## src/srg_pkg.sv

```systemverilog
package srg_pkg;

	// clock rate and the indication period
	localparam int unsigned CLK_HZ         = 100_000_000;
	localparam int unsigned IND_HZ         = 1;
	localparam int unsigned IND_HALF_CYC   = CLK_HZ / (2 * IND_HZ);
	localparam int unsigned IND_CNT_W      = 26;

	// gating input count limits
	localparam int unsigned NUM_IN_MIN     = 2;
	localparam int unsigned NUM_IN_MAX     = 8;
	localparam int unsigned OPT_IN_MAX     = NUM_IN_MAX - 2;

	// register map, byte addresses
	localparam logic [7:0]  ADDR_CTRL      = 8'h00;
	localparam logic [7:0]  ADDR_STATUS    = 8'h04;

	// control field positions
	localparam int unsigned CTRL_EDGE_BIT  = 0;
	localparam int unsigned CTRL_SREL_BIT  = 1;
	localparam int unsigned CTRL_IND_BIT   = 2;
	localparam int unsigned CTRL_NIN_LSB   = 4;
	localparam int unsigned CTRL_NIN_W     = 4;

	// status field positions
	localparam int unsigned STAT_EN_BIT    = 0;
	localparam int unsigned STAT_SREL_BIT  = 1;
	localparam int unsigned STAT_IND_BIT   = 2;
	localparam int unsigned STAT_ARM_BIT   = 3;
	localparam int unsigned STAT_IN_LSB    = 8;

	// reset values: low-high-low, both optional outputs off, two inputs
	localparam logic        CTRL_EDGE_RST  = 1'b0;
	localparam logic        CTRL_SREL_RST  = 1'b0;
	localparam logic        CTRL_IND_RST   = 1'b0;
	localparam logic [3:0]  CTRL_NIN_RST   = 4'h2;

	// reset recognition state
	typedef enum logic [1:0] {
		SRG_IDLE,
		SRG_HIGH_SEEN,
		SRG_ENABLED
	} srg_state_e;

endpackage : srg_pkg

```

## src/srg_sync.sv

```systemverilog
`timescale 1ns/1ps
// two-stage synchroniser for a vector of pins
module srg_sync #(
	parameter int unsigned W = 8
) (
	// clock and reset
	input  wire logic         mclk,
	input  wire logic         rstn,
	// data
	input  wire logic [W-1:0] d,
	output logic      [W-1:0] q
);

	logic [W-1:0] meta_q; // first stage, read only by q
	logic [W-1:0] meta_d;
	logic [W-1:0] q_d;

	// next values
	always_comb begin
		meta_d = d;
		q_d    = meta_q;
	end

	// registers
	always_ff @(posedge mclk or negedge rstn) begin
		if (!rstn) begin
			meta_q <= '0;
			q      <= '0;
		end else begin
			meta_q <= meta_d;
			q      <= q_d;
		end
	end

endmodule : srg_sync

```

## src/srg_gate.sv

```systemverilog
`timescale 1ns/1ps
module srg_gate
	import srg_pkg::*;
(
	// clock and reset
	input  wire logic        mclk,
	input  wire logic        rstn,
	// gating pins: monitored input, optional inputs, reset switch
	input  wire logic        mon_in,
	input  wire logic [5:0]  opt_in,
	input  wire logic        rst_sw,
	// gate outputs
	output logic             out_en,
	output logic             static_rel,
	output logic             rst_req_ind,
	// ahb-lite slave
	input  wire logic        hsel,
	input  wire logic [7:0]  haddr,
	input  wire logic [1:0]  htrans,
	input  wire logic        hwrite,
	input  wire logic [2:0]  hsize,
	input  wire logic [31:0] hwdata,
	input  wire logic        hready,
	output logic [31:0]      hrdata,
	output logic             hreadyout,
	output logic             hresp
);
	import srg_pkg::*;

	////////////////////////////////////////////////////////////////////////////
	// pin synchronisers
	logic [7:0] pins_s;    // {rst_sw, opt_in, mon_in} after two flops
	srg_sync #(.W(8)) u_sync (
		.mclk (mclk),
		.rstn (rstn),
		.d    ({rst_sw, opt_in, mon_in}),
		.q    (pins_s)
	);

	logic       mon_s;
	logic [5:0] opt_s;
	logic       rsw_s;
	assign mon_s = pins_s[0];
	assign opt_s = pins_s[6:1];
	assign rsw_s = pins_s[7];

	////////////////////////////////////////////////////////////////////////////
	// ahb-lite register slave
	logic                  mode_edge_q, mode_edge_d;   // 1: rising edge recognition
	logic                  srel_en_q, srel_en_d;       // static release present
	logic                  ind_en_q, ind_en_d;         // indication present
	logic [CTRL_NIN_W-1:0] nin_q, nin_d;               // gating input count
	logic                  wr_pend_q, wr_pend_d;       // write data phase pending
	logic [7:0]            wr_addr_q, wr_addr_d;
	logic [31:0]           rdata_q, rdata_d;
	logic                  addr_ok;
	srg_state_e            st_q, st_d;                 // reset recognition state, read back as armed

	// a transfer of any size taken at this edge
	assign addr_ok = hsel && hready && htrans[1];

	// number of gating inputs, clamped to the legal range
	function automatic logic [3:0] clamp_nin(input logic [3:0] v);
		if (v < 4'(NUM_IN_MIN))
			clamp_nin = 4'(NUM_IN_MIN);
		else if (v > 4'(NUM_IN_MAX))
			clamp_nin = 4'(NUM_IN_MAX);
		else
			clamp_nin = v;
	endfunction : clamp_nin

	// next register values and read data
	always_comb begin
		mode_edge_d = mode_edge_q;
		srel_en_d   = srel_en_q;
		ind_en_d    = ind_en_q;
		nin_d       = nin_q;
		wr_pend_d   = addr_ok && hwrite;
		wr_addr_d   = haddr;
		rdata_d     = rdata_q;
		// write lands in the data phase
		if (wr_pend_q && wr_addr_q == ADDR_CTRL) begin
			mode_edge_d = hwdata[CTRL_EDGE_BIT];
			srel_en_d   = hwdata[CTRL_SREL_BIT];
			ind_en_d    = hwdata[CTRL_IND_BIT];
			nin_d       = clamp_nin(hwdata[CTRL_NIN_LSB +: CTRL_NIN_W]);
		end
		// read data captured in the address phase, unmapped reads zero
		if (addr_ok && !hwrite) begin
			rdata_d = '0;
			case (haddr)
				ADDR_CTRL: begin
					rdata_d[CTRL_EDGE_BIT]                 = mode_edge_q;
					rdata_d[CTRL_SREL_BIT]                 = srel_en_q;
					rdata_d[CTRL_IND_BIT]                  = ind_en_q;
					rdata_d[CTRL_NIN_LSB +: CTRL_NIN_W]    = nin_q;
				end
				ADDR_STATUS: begin
					rdata_d[STAT_EN_BIT]                   = out_en;
					rdata_d[STAT_SREL_BIT]                 = static_rel;
					rdata_d[STAT_IND_BIT]                  = rst_req_ind;
					rdata_d[STAT_ARM_BIT]                  = (st_q == SRG_HIGH_SEEN);
					rdata_d[STAT_IN_LSB +: 8]              = pins_s;
				end
				default: rdata_d = '0;
			endcase
		end
	end

	////////////////////////////////////////////////////////////////////////////
	// gating logic
	logic                   rsw_prev_q;       // reset switch last cycle
	logic                   all_on;           // monitored and enabled inputs on
	logic [5:0]             opt_mask;
	logic [IND_CNT_W-1:0]   blink_cnt_q, blink_cnt_d;
	logic                   blink_q, blink_d;
	logic                   en_d, srel_d, ind_d;

	// optional input k counts when nin exceeds k+2
	always_comb begin
		for (int k = 0; k < OPT_IN_MAX; k++)
			opt_mask[k] = (nin_q > 4'(k + 2));
	end

	// monitored input and every enabled optional input on
	assign all_on = mon_s && ((opt_s | ~opt_mask) == 6'h3f);

	// state, blinker and outputs; the restart variant is this same logic
	always_comb begin
		st_d        = st_q;
		blink_cnt_d = blink_cnt_q;
		blink_d     = blink_q;
		case (st_q)
			SRG_IDLE: begin
				// needs a rise of rsw_s; a switch held through reset still counts once pins_s leaves its reset zero
				if (all_on && rsw_s && !rsw_prev_q) begin
					if (mode_edge_q)
						st_d = SRG_ENABLED;
					else
						st_d = SRG_HIGH_SEEN;
				end
			end
			SRG_HIGH_SEEN: begin
				if (!all_on)
					st_d = SRG_IDLE;
				else if (mode_edge_q)
					st_d = SRG_IDLE; // mode changed mid pulse, start over
				else if (!rsw_s)
					st_d = SRG_ENABLED;
			end
			SRG_ENABLED: begin
				if (!all_on)
					st_d = SRG_IDLE;
			end
			default: st_d = SRG_IDLE;
		endcase
		// free 1 hz blinker restarted whenever not needed
		if (all_on && st_q != SRG_ENABLED) begin
			if (blink_cnt_q == IND_CNT_W'(IND_HALF_CYC - 1)) begin
				blink_cnt_d = '0;
				blink_d     = ~blink_q;
			end else begin
				blink_cnt_d = blink_cnt_q + 1'b1;
			end
		end else begin
			blink_cnt_d = '0;
			blink_d     = 1'b1;
		end
		en_d   = (st_d == SRG_ENABLED);
		srel_d = srel_en_q && all_on;
		if (!ind_en_q)
			ind_d = 1'b0;
		else if (!mode_edge_q && st_q != SRG_ENABLED && rsw_s)
			ind_d = 1'b1;
		else
			ind_d = all_on && st_d != SRG_ENABLED && blink_d;
	end

	////////////////////////////////////////////////////////////////////////////
	// registers
	always_ff @(posedge mclk or negedge rstn) begin
		if (!rstn) begin
			mode_edge_q <= CTRL_EDGE_RST;
			srel_en_q   <= CTRL_SREL_RST;
			ind_en_q    <= CTRL_IND_RST;
			nin_q       <= CTRL_NIN_RST;
			wr_pend_q   <= 1'b0;
			wr_addr_q   <= 8'h00;
			rdata_q     <= 32'h0000_0000;
			st_q        <= SRG_IDLE;
			rsw_prev_q  <= 1'b1; // pins_s resets low, so a held switch still rises later
			blink_cnt_q <= '0;
			blink_q     <= 1'b1;
			out_en      <= 1'b0;
			static_rel  <= 1'b0;
			rst_req_ind <= 1'b0;
		end else begin
			mode_edge_q <= mode_edge_d;
			srel_en_q   <= srel_en_d;
			ind_en_q    <= ind_en_d;
			nin_q       <= nin_d;
			wr_pend_q   <= wr_pend_d;
			wr_addr_q   <= wr_addr_d;
			rdata_q     <= rdata_d;
			st_q        <= st_d;
			rsw_prev_q  <= rsw_s;
			blink_cnt_q <= blink_cnt_d;
			blink_q     <= blink_d;
			out_en      <= en_d;
			static_rel  <= srel_d;
			rst_req_ind <= ind_d;
		end
	end

	// zero wait states, always okay
	assign hrdata    = rdata_q;
	assign hreadyout = 1'b1;
	assign hresp     = 1'b0;

endmodule : srg_gate

```

## config.mk

```make
export PLATFORM = sky130hd
export DESIGN_NAME = srg_gate
export DESIGN_NICKNAME = d
export VERILOG_FILES = /design/src/srg_pkg.sv /design/src/srg_sync.sv /design/src/srg_gate.sv
export SDC_FILE = /design/constraint.sdc
export NUM_CORES = 1
export LEC_CHECK = 0
export BUFFER_PORTS_ARGS = -buffer_cell sky130_fd_sc_hd__clkbuf_2
export CORE_MARGIN = 3
export CORE_UTILIZATION = 47
export CTS_CLUSTER_DIAMETER = 30
export CTS_CLUSTER_SIZE = 40
export DETAILED_ROUTE_END_ITERATION = 10
export GPL_ROUTABILITY_DRIVEN = 0
export PLACE_DENSITY = 0.78
export SLEW_MARGIN = 15
export SYNTH_ARGS = -nofsm -noshare
export SYNTH_HDL_FRONTEND = slang
export SYNTH_HIERARCHICAL = 1
export SYNTH_SLANG_ARGS = --single-unit
```

## constraint.sdc

```tcl
create_clock -name mclk -period 1.86 [get_ports mclk]
set_clock_uncertainty 0.2 [all_clocks]
set_input_delay 0.093 -clock mclk [delete_from_list [all_inputs] [get_ports mclk]]
set_output_delay 0.093 -clock mclk [all_outputs]
set_load 0.05 [all_outputs]
```

# [Word level (Yosys, flattened, before mapping)]
# Index checks and enable logic that the tools add are counted.
[classes] n_addsub=1 n_lt_le_gt_ge=8 n_eq_ne=8 n_mux=19 bitwise=3 reduce_logical=20
[op_table] cell="$mux 26" n=2
[op_table] cell="$add 26x1->26 const B" n=1
[op_table] cell="$eq 26x26->1 const B" n=1
[op_table] cell="$gt 4x3->1 const B" n=4
[op_table] cell="$logic_not 8->1" n=2
[op_table] cell="$logic_and 1x1->1" n=14
[op_table] cell="$mux 2" n=6
[op_table] cell="$mux 4" n=3
[op_table] cell="$eq 8x3->1 const B" n=1
[op_table] cell="$gt 4x2->1 const B" n=2
[op_table] cell="$mux 8" n=1
[op_table] cell="$eq 6x6->1 const B" n=1
[op_table] cell="$not 6->6" n=1
[op_table] cell="$or 6x6->6" n=1
[op_table] cell="$pmux 2 s3" n=1
[op_table] cell="$pmux 3 s2" n=1
[op_table] cell="$mux 1" n=5
[op_table] cell="$eq 2x2->1 const B" n=2
[op_table] cell="$gt 4x4->1 const B" n=1
[op_table] cell="$lt 4x2->1 const B" n=1
[op_table] cell="$ne 2x2->1 const B" n=2
[op_table] cell="$logic_not 1->1" n=3
[op_table] cell="$eq 2x1->1 const B" n=1
[op_table] cell="$logic_not 2->1" n=1
[op_table] cell="$not 1->1" n=1
[word_totals] register_bits=81 input_bits=58 out_inout_bits=37 word_cells=75

# [Logic depth before layout (Yosys ltp)]
[logic_depth] ltp_word=14 mapped_depth=7

# [Modules after synthesis]
# The synthesis kept the hierarchy.
[by_module_without_submodules] module="srg_gate" instances=1 cells_each=269 area_each_um2=2979.1 seq_area_each_um2=1630.3
[by_module_without_submodules] module="srg_sync" instances=1 cells_each=16 area_each_um2=400.4 seq_area_each_um2=400.4

# [Least setup slack after synthesis]
# Ideal clock, no wire load.
[synth_timing] path_type="flip-flop to flip-flop" start="register nin_q[2]" end="register blink_cnt_q[17]" setup_time_ps=71 arrival_time_ps=1564 required_ps=1589 slack_ps=25 path_stages_with_launch=7 n_path_buf=1 synth_period_minus_slack_ps=1835 path_cell_list="dfrtp_1 > nor2_1 > a32oi_1 > a2111oi_4 > nand3b_4 > buf_6 > nor2_1"
[synth_via] elab_chain_len=7 word_cells_on_any_way=12
[synth_lines] element="from (decl)" line="srg_gate.sv:52" rtl="logic [CTRL_NIN_W-1:0] nin_q, nin_d;"
[synth_lines] element="from (signal assigned)" line="srg_gate.sv:201" rtl="nin_q <= nin_d;"
[synth_lines] element="$gt 4x2->1 / $gt 4x3->1 (equally long branches)" line="srg_gate.sv:122" rtl="opt_mask[k] = (nin_q > 4'(k + 2));"
[synth_lines] element="$not 6->6 *" line="srg_gate.sv:126" rtl="assign all_on = mon_s && ((opt_s | ~opt_mask) == 6'h3f);"
[synth_lines] element="$or 6x6->6 *" line="srg_gate.sv:126"
[synth_lines] element="$eq 6x6->1 *" line="srg_gate.sv:126"
[synth_lines] element="$logic_and 1x1->1 *" line="srg_gate.sv:126"
[synth_lines] element="$logic_and 1x1->1 *" line="srg_gate.sv:158" rtl="if (all_on && st_q != SRG_ENABLED) begin"
[synth_lines] element="$mux 26 *" line="srg_gate.sv:158"
[synth_lines] element="via blink_cnt_d[17]" line="srg_gate.sv:115" rtl="logic [IND_CNT_W-1:0] blink_cnt_q, blink_cnt_d;"
[synth_lines] element="to (signal assigned)" line="srg_gate.sv:207" rtl="blink_cnt_q <= blink_cnt_d;"
[synth_lines] element="to (decl)" line="srg_gate.sv:115"
# Mark *: on every way through the listed nets, which the timed path passes. The rest lies on a longest branch.
# A chain may end at the register's enable or synchronous reset.

# [Worst setup path in the final report]
[layout_timing] start="register blink_cnt_q[10]" end="register blink_cnt_q[19]"
[layout_via] elab_chain_len=3 word_cells_on_any_way=4
[layout_lines] element="$add 26x1->26 / $eq 26x26->1 (equally long branches)" line="srg_gate.sv:163, srg_gate.sv:159"
[layout_lines] element="$mux 26 *" line="srg_gate.sv:159" rtl="if (blink_cnt_q == IND_CNT_W'(IND_HALF_CYC - 1)) begin"
[layout_lines] element="$mux 26 *" line="srg_gate.sv:158"
[layout_lines] element="via blink_cnt_d[19]" line="srg_gate.sv:115"
# Marks and branches as above.

==> parameters.txt <==
Parameter                              Value

Setup path
  Worst-path cell chain ... nor4_1 -> and4_1 -> and3_4 -> buf_4 -> nand3b_4 -> nor2_1
  Critical register-to-register path startpoint ... blink_cnt_q[10]
  Reg2Reg Capture Point ... blink_cnt_q[19]
  Number of buffers and inverters on the critical path ... 1
  Required time of the critical path ... roughly 1900 ps
  Kind of critical path ... register to register
  CP peak stage delay ... roughly 420 ps
  Register-to-register setup slack ... -40 ps
  Slowest library cell on the worst path ... sky130_fd_sc_hd__dfrtp_1
  Worst setup startpoint ... blink_cnt_q[10]
  Number of cell instances on the worst register-to-register path ... 6
  CP arrival ... 1940 ps
  Highest fanout seen on the critical path ... 6
  Family with the most delay on the worst path ... simple AND/OR/NAND/NOR gates
  Type of element capturing the critical path ... register
  Crit start category ... register

Layout
  Final Util ... 0.651
  FF/Latch Area ... 0.00203 sq mm
  Net count, final ... 452
  Ratio of cells with drive above 1 in the final layout ... 0.314
  Final non-filler cell area ... 0.00447 sq mm
  Final-layout fill cell count ... ~500
  Relative area change from synthesis to final layout ... 32.3%
  Final instance count without filler cells ... between 400 and 500
  Diodes inserted ... 0
  Multi-input combinational cell area ... around 0.0013 sq mm

Global route
  First-pass GRT wire length ... about 12000 um
  Via count of the first global-routing pass ... 2446
  Overflow after GRT ... 0
  Global Route met1 Usage ... 0.229
  Initial antenna violation count ... 0
  Grt peak-use layer ... met2
  Met3 track demand over resource in global routing ... 0.0508
  Met2 Use GR ... 0.309
  Largest net degree at the start of global routing ... 34
  Total routing usage reported by global routing ... 0.183

STA
  Final critical-path setup slack ... -41.6 ps
  Setup repair after global routing missed its margin ... true
  Number of max-slew violations in the final report ... 0
  Fin crit period ... between 1500 and 2000 ps
  Setup-failing EPs final ... 25
  Setup Total Neg Slack ... -578 ps
  Endpoints failing hold ... 0
  Max Clock Freq ... between 500 and 600 MHz
  Final clock period utilization by the worst path ... 1.02

Synth
  Cell variety after synth ... 45
  Synthesized-area fraction occupied by ao, oa, aoi and oai cells ... 0.0752
  Largest cells by area after synthesis ... sky130_fd_sc_hd__dfrtp_1 58%, sky130_fd_sc_hd__xor2_1 4.4%, sky130_fd_sc_hd__buf_4 4.0%
  Xor and xnor fraction of the mapped netlist area ... 0.0648
  Top cell type's share of synthesized area ... 0.578
  Multiplexer share of the synthesized area ... 0.0218
  Post-Synthesis Mean Instance Area ... around 12 sq um
  Share of flip-flops with an asynchronous set or reset after synthesis ... 1.00
  EDFF count, synth ... 0
  Most instantiated flip-flop cell in the synthesis netlist ... sky130_fd_sc_hd__dfrtp_1
  Synth area leader ... sky130_fd_sc_hd__dfrtp_1
  FF+latch count, synth ... 81
  Instance count of the mapped netlist ... about 290
  Basic-gate share of the synthesized area counting and, or, nand and nor cells ... 0.171
  Proportion of synthesized chip area in sequential cells ... 0.601
  Main combinational cell family by area after synthesis ... simple AND/OR/NAND/NOR gates
  Synthesized-area fraction occupied by adder cells ... 0.00370
  Number of warnings reported in the yosys synthesis log ... 6
  Netlist area before placement ... between 0.003 and 0.004 sq mm

Power and ir drop
  Leakage ... roughly 2.1 nW
  Total power per unit cell area ... around 760 mW/mm^2
  Worst ir drop on vdd ... slightly above 400 uV

Floorplanning
  Standard-cell row count ... 30
  Initial Util ... 0.492
  Die Outline Area ... roughly 0.0082 sq mm
  Chip Height ... between 90 and 100 um
  IO Pins ... 95
  Core box area ... between 0.006 and 0.007 sq mm
  Die X ... a little over 90 um

Flow run
  # Max-Cap Violations ... 0

Place
  Count of buffers from port buffering ... 47
  Instance area at placement ... between 0.003 and 0.004 sq mm
  Dpl hpwl ... between 4000 and 5000 um
  Total instance count after detailed placement ... approximately 440

Clock network
  Root buffer selected by CTS ... sky130_fd_sc_hd__clkbuf_8
  Clock slew seen by the registers of the worst setup and hold paths ... 80 ps
  Number of clock buffers inserted by TritonCTS ... 9
  Max Buffers Root-to-Sink ... 2
  Insertion delay of the later-clocked pin in the worst-skew pair ... 340 ps
  Number of sinks driven by the clock tree ... 81
  CTS tree ... done
  Total number of H-tree levels ... 3

Hold path
  Class of the tightest hold or removal check ... primary input to register
  Worst Hold Path EP ... hrdata[1]
  Beginning of the worst hold path ... htrans[1]
  Worst Hold Path Cells ... 5

Status
  Violations in the final reports ... negative setup slack
  Status ... finished, violations left

Detailed routing
  Antenna viol nets, final ... 0
  Per-cell routed wire length ... between 15 and 20 um
  Drt via density ... roughly 5
  Initial detailed-routing violation count ... 52
  Detailed-route DRC error count ... 0
  Vias after detailed routing ... approximately 2500
  Drt first pass iters ... 5
  Routed wire length ... between 7000 and 8000 um
## area by class of cell
class | instances | share of cell area
clock inverters | 6 | 0.0162
inverters | 8 | 0.00672
well taps | 96 | 0.0269
clock buffers | 10 | 0.0308
flip-flops and latches | 81 | 0.455
repair buffers | 102 | 0.166
multi-input cells | 191 | 0.299
## per-stage QoR
stage                     hold WS (ps)  setup slack (ps)  total power [mW]
final                              147             -41.6              3.41
after global routing               159              -104              3.55
after CTS                          104             -21.6              3.43
after detailed placement          -168              -166              2.05
after global placement            -167             -71.4              2.05
after floorplan                   -403              24.7              1.99
## layer usage
metal  vias to the layer above  part of all wire
met5                         -                 0
met4                         0            0.0068
met3                         7             0.054
met2                        79              0.53
met1                      1225              0.41
li1                       1170                 -
## cells in the final DEF, fill, tap and decap left out, drive strengths merged, types with 7 or more instances in the layout
cell type	instances
buf	27
clkbuf	56
nand2	20
nand3	15
xor2	17
dfrtp	78
dlygate4sd3	29
a22o	12
conb	18
o21ai	7
inv	11
xnor2	8
nor2	34
## report_power, final
group / switching (mW) / leakage (nW) / total [mW] / internal [mW]
logic: 0.171 / 0.939 / 0.259 / 0.0885
registers: 0.0198 / 1.04 / 1.82 / 1.80
clock network: 0.657 / 0.104 / 1.33 / 0.673
## cell families (layout without fill, tap and decap cells)
| logic type | Yosys count | after routing |
|---|---|---|
| xor gates and xnor gates | 25 | 25 |
| other | 2 | 18 |
| adders and majority gates | 1 | 1 |
| muxes | 7 | 7 |
| buffers and inverters | 32 | 126 |
| DFF | 81 | 81 |
| and+or+nand+nor | 106 | 109 |
| AOI/OAI and AO/OA | 31 | 31 |
## state kept, by name, summed over array words and instances, names as in the netlist, 2 cells and up
register       flops
hrdata            16
u_sync/meta_q      8
blink_cnt_q       26
st_q               2
nin_q              4
wr_addr_q          8
u_sync/q           8
## cells in the mapped netlist, types with 2 or more instances
master	count
sky130_fd_sc_hd__dfrtp_1	78
sky130_fd_sc_hd__nor2_1	32
sky130_fd_sc_hd__nand2_1	20
sky130_fd_sc_hd__buf_4	18
sky130_fd_sc_hd__xor2_1	17
sky130_fd_sc_hd__nand3_1	15
sky130_fd_sc_hd__a22o_1	12
sky130_fd_sc_hd__inv_1	8
sky130_fd_sc_hd__xnor2_1	8
sky130_fd_sc_hd__o21ai_0	7
sky130_fd_sc_hd__and3_1	5
sky130_fd_sc_hd__nand4_1	5
sky130_fd_sc_hd__and4_1	4
sky130_fd_sc_hd__clkbuf_1	4
sky130_fd_sc_hd__mux2i_1	4
sky130_fd_sc_hd__nor2b_1	4
sky130_fd_sc_hd__dfstp_2	3
sky130_fd_sc_hd__mux2_2	3
sky130_fd_sc_hd__nor4_1	3
sky130_fd_sc_hd__a21oi_1	2
sky130_fd_sc_hd__and2_1	2
sky130_fd_sc_hd__buf_6	2
sky130_fd_sc_hd__conb_1	2
sky130_fd_sc_hd__nand3b_1	2
sky130_fd_sc_hd__nand4b_1	2
sky130_fd_sc_hd__nor2_2	2
sky130_fd_sc_hd__nor3_1	2
sky130_fd_sc_hd__nor4_4	2
## tightest hold or removal path: cells and delay by family
family / cells / cell delay (ps)
buf+inv: 2 / 320
simple gates: 2 / 180
compound gates: 1 / 70
## worst max path at each step
| stage | to | slack (ps) | cells past startpoint |
|---|---|---|---|
| after floorplan | blink_cnt_q[17] | 20 | 6 |
| after global placement | blink_cnt_q[19] | -70 | 5 |
| after detailed placement | blink_cnt_q[10] | -170 | 5 |
| after CTS | blink_cnt_q[21] | -20 | 6 |
| after global routing | blink_cnt_q[10] | -100 | 6 |
| final | blink_cnt_q[19] | -40 | 6 |
## timing repair
item / 4_1_cts / 5_1_grt
endpoints found under the hold margin: 105 / 0
endpoints found under the setup margin: 29 / 34
hold buffers: 29 / 0
pin swaps: 16 / 8
buffers inserted: 2 / 6
gates resized for setup: 8 / 21
cloned: 2 / 1
(Power assumes the default switching activity.)
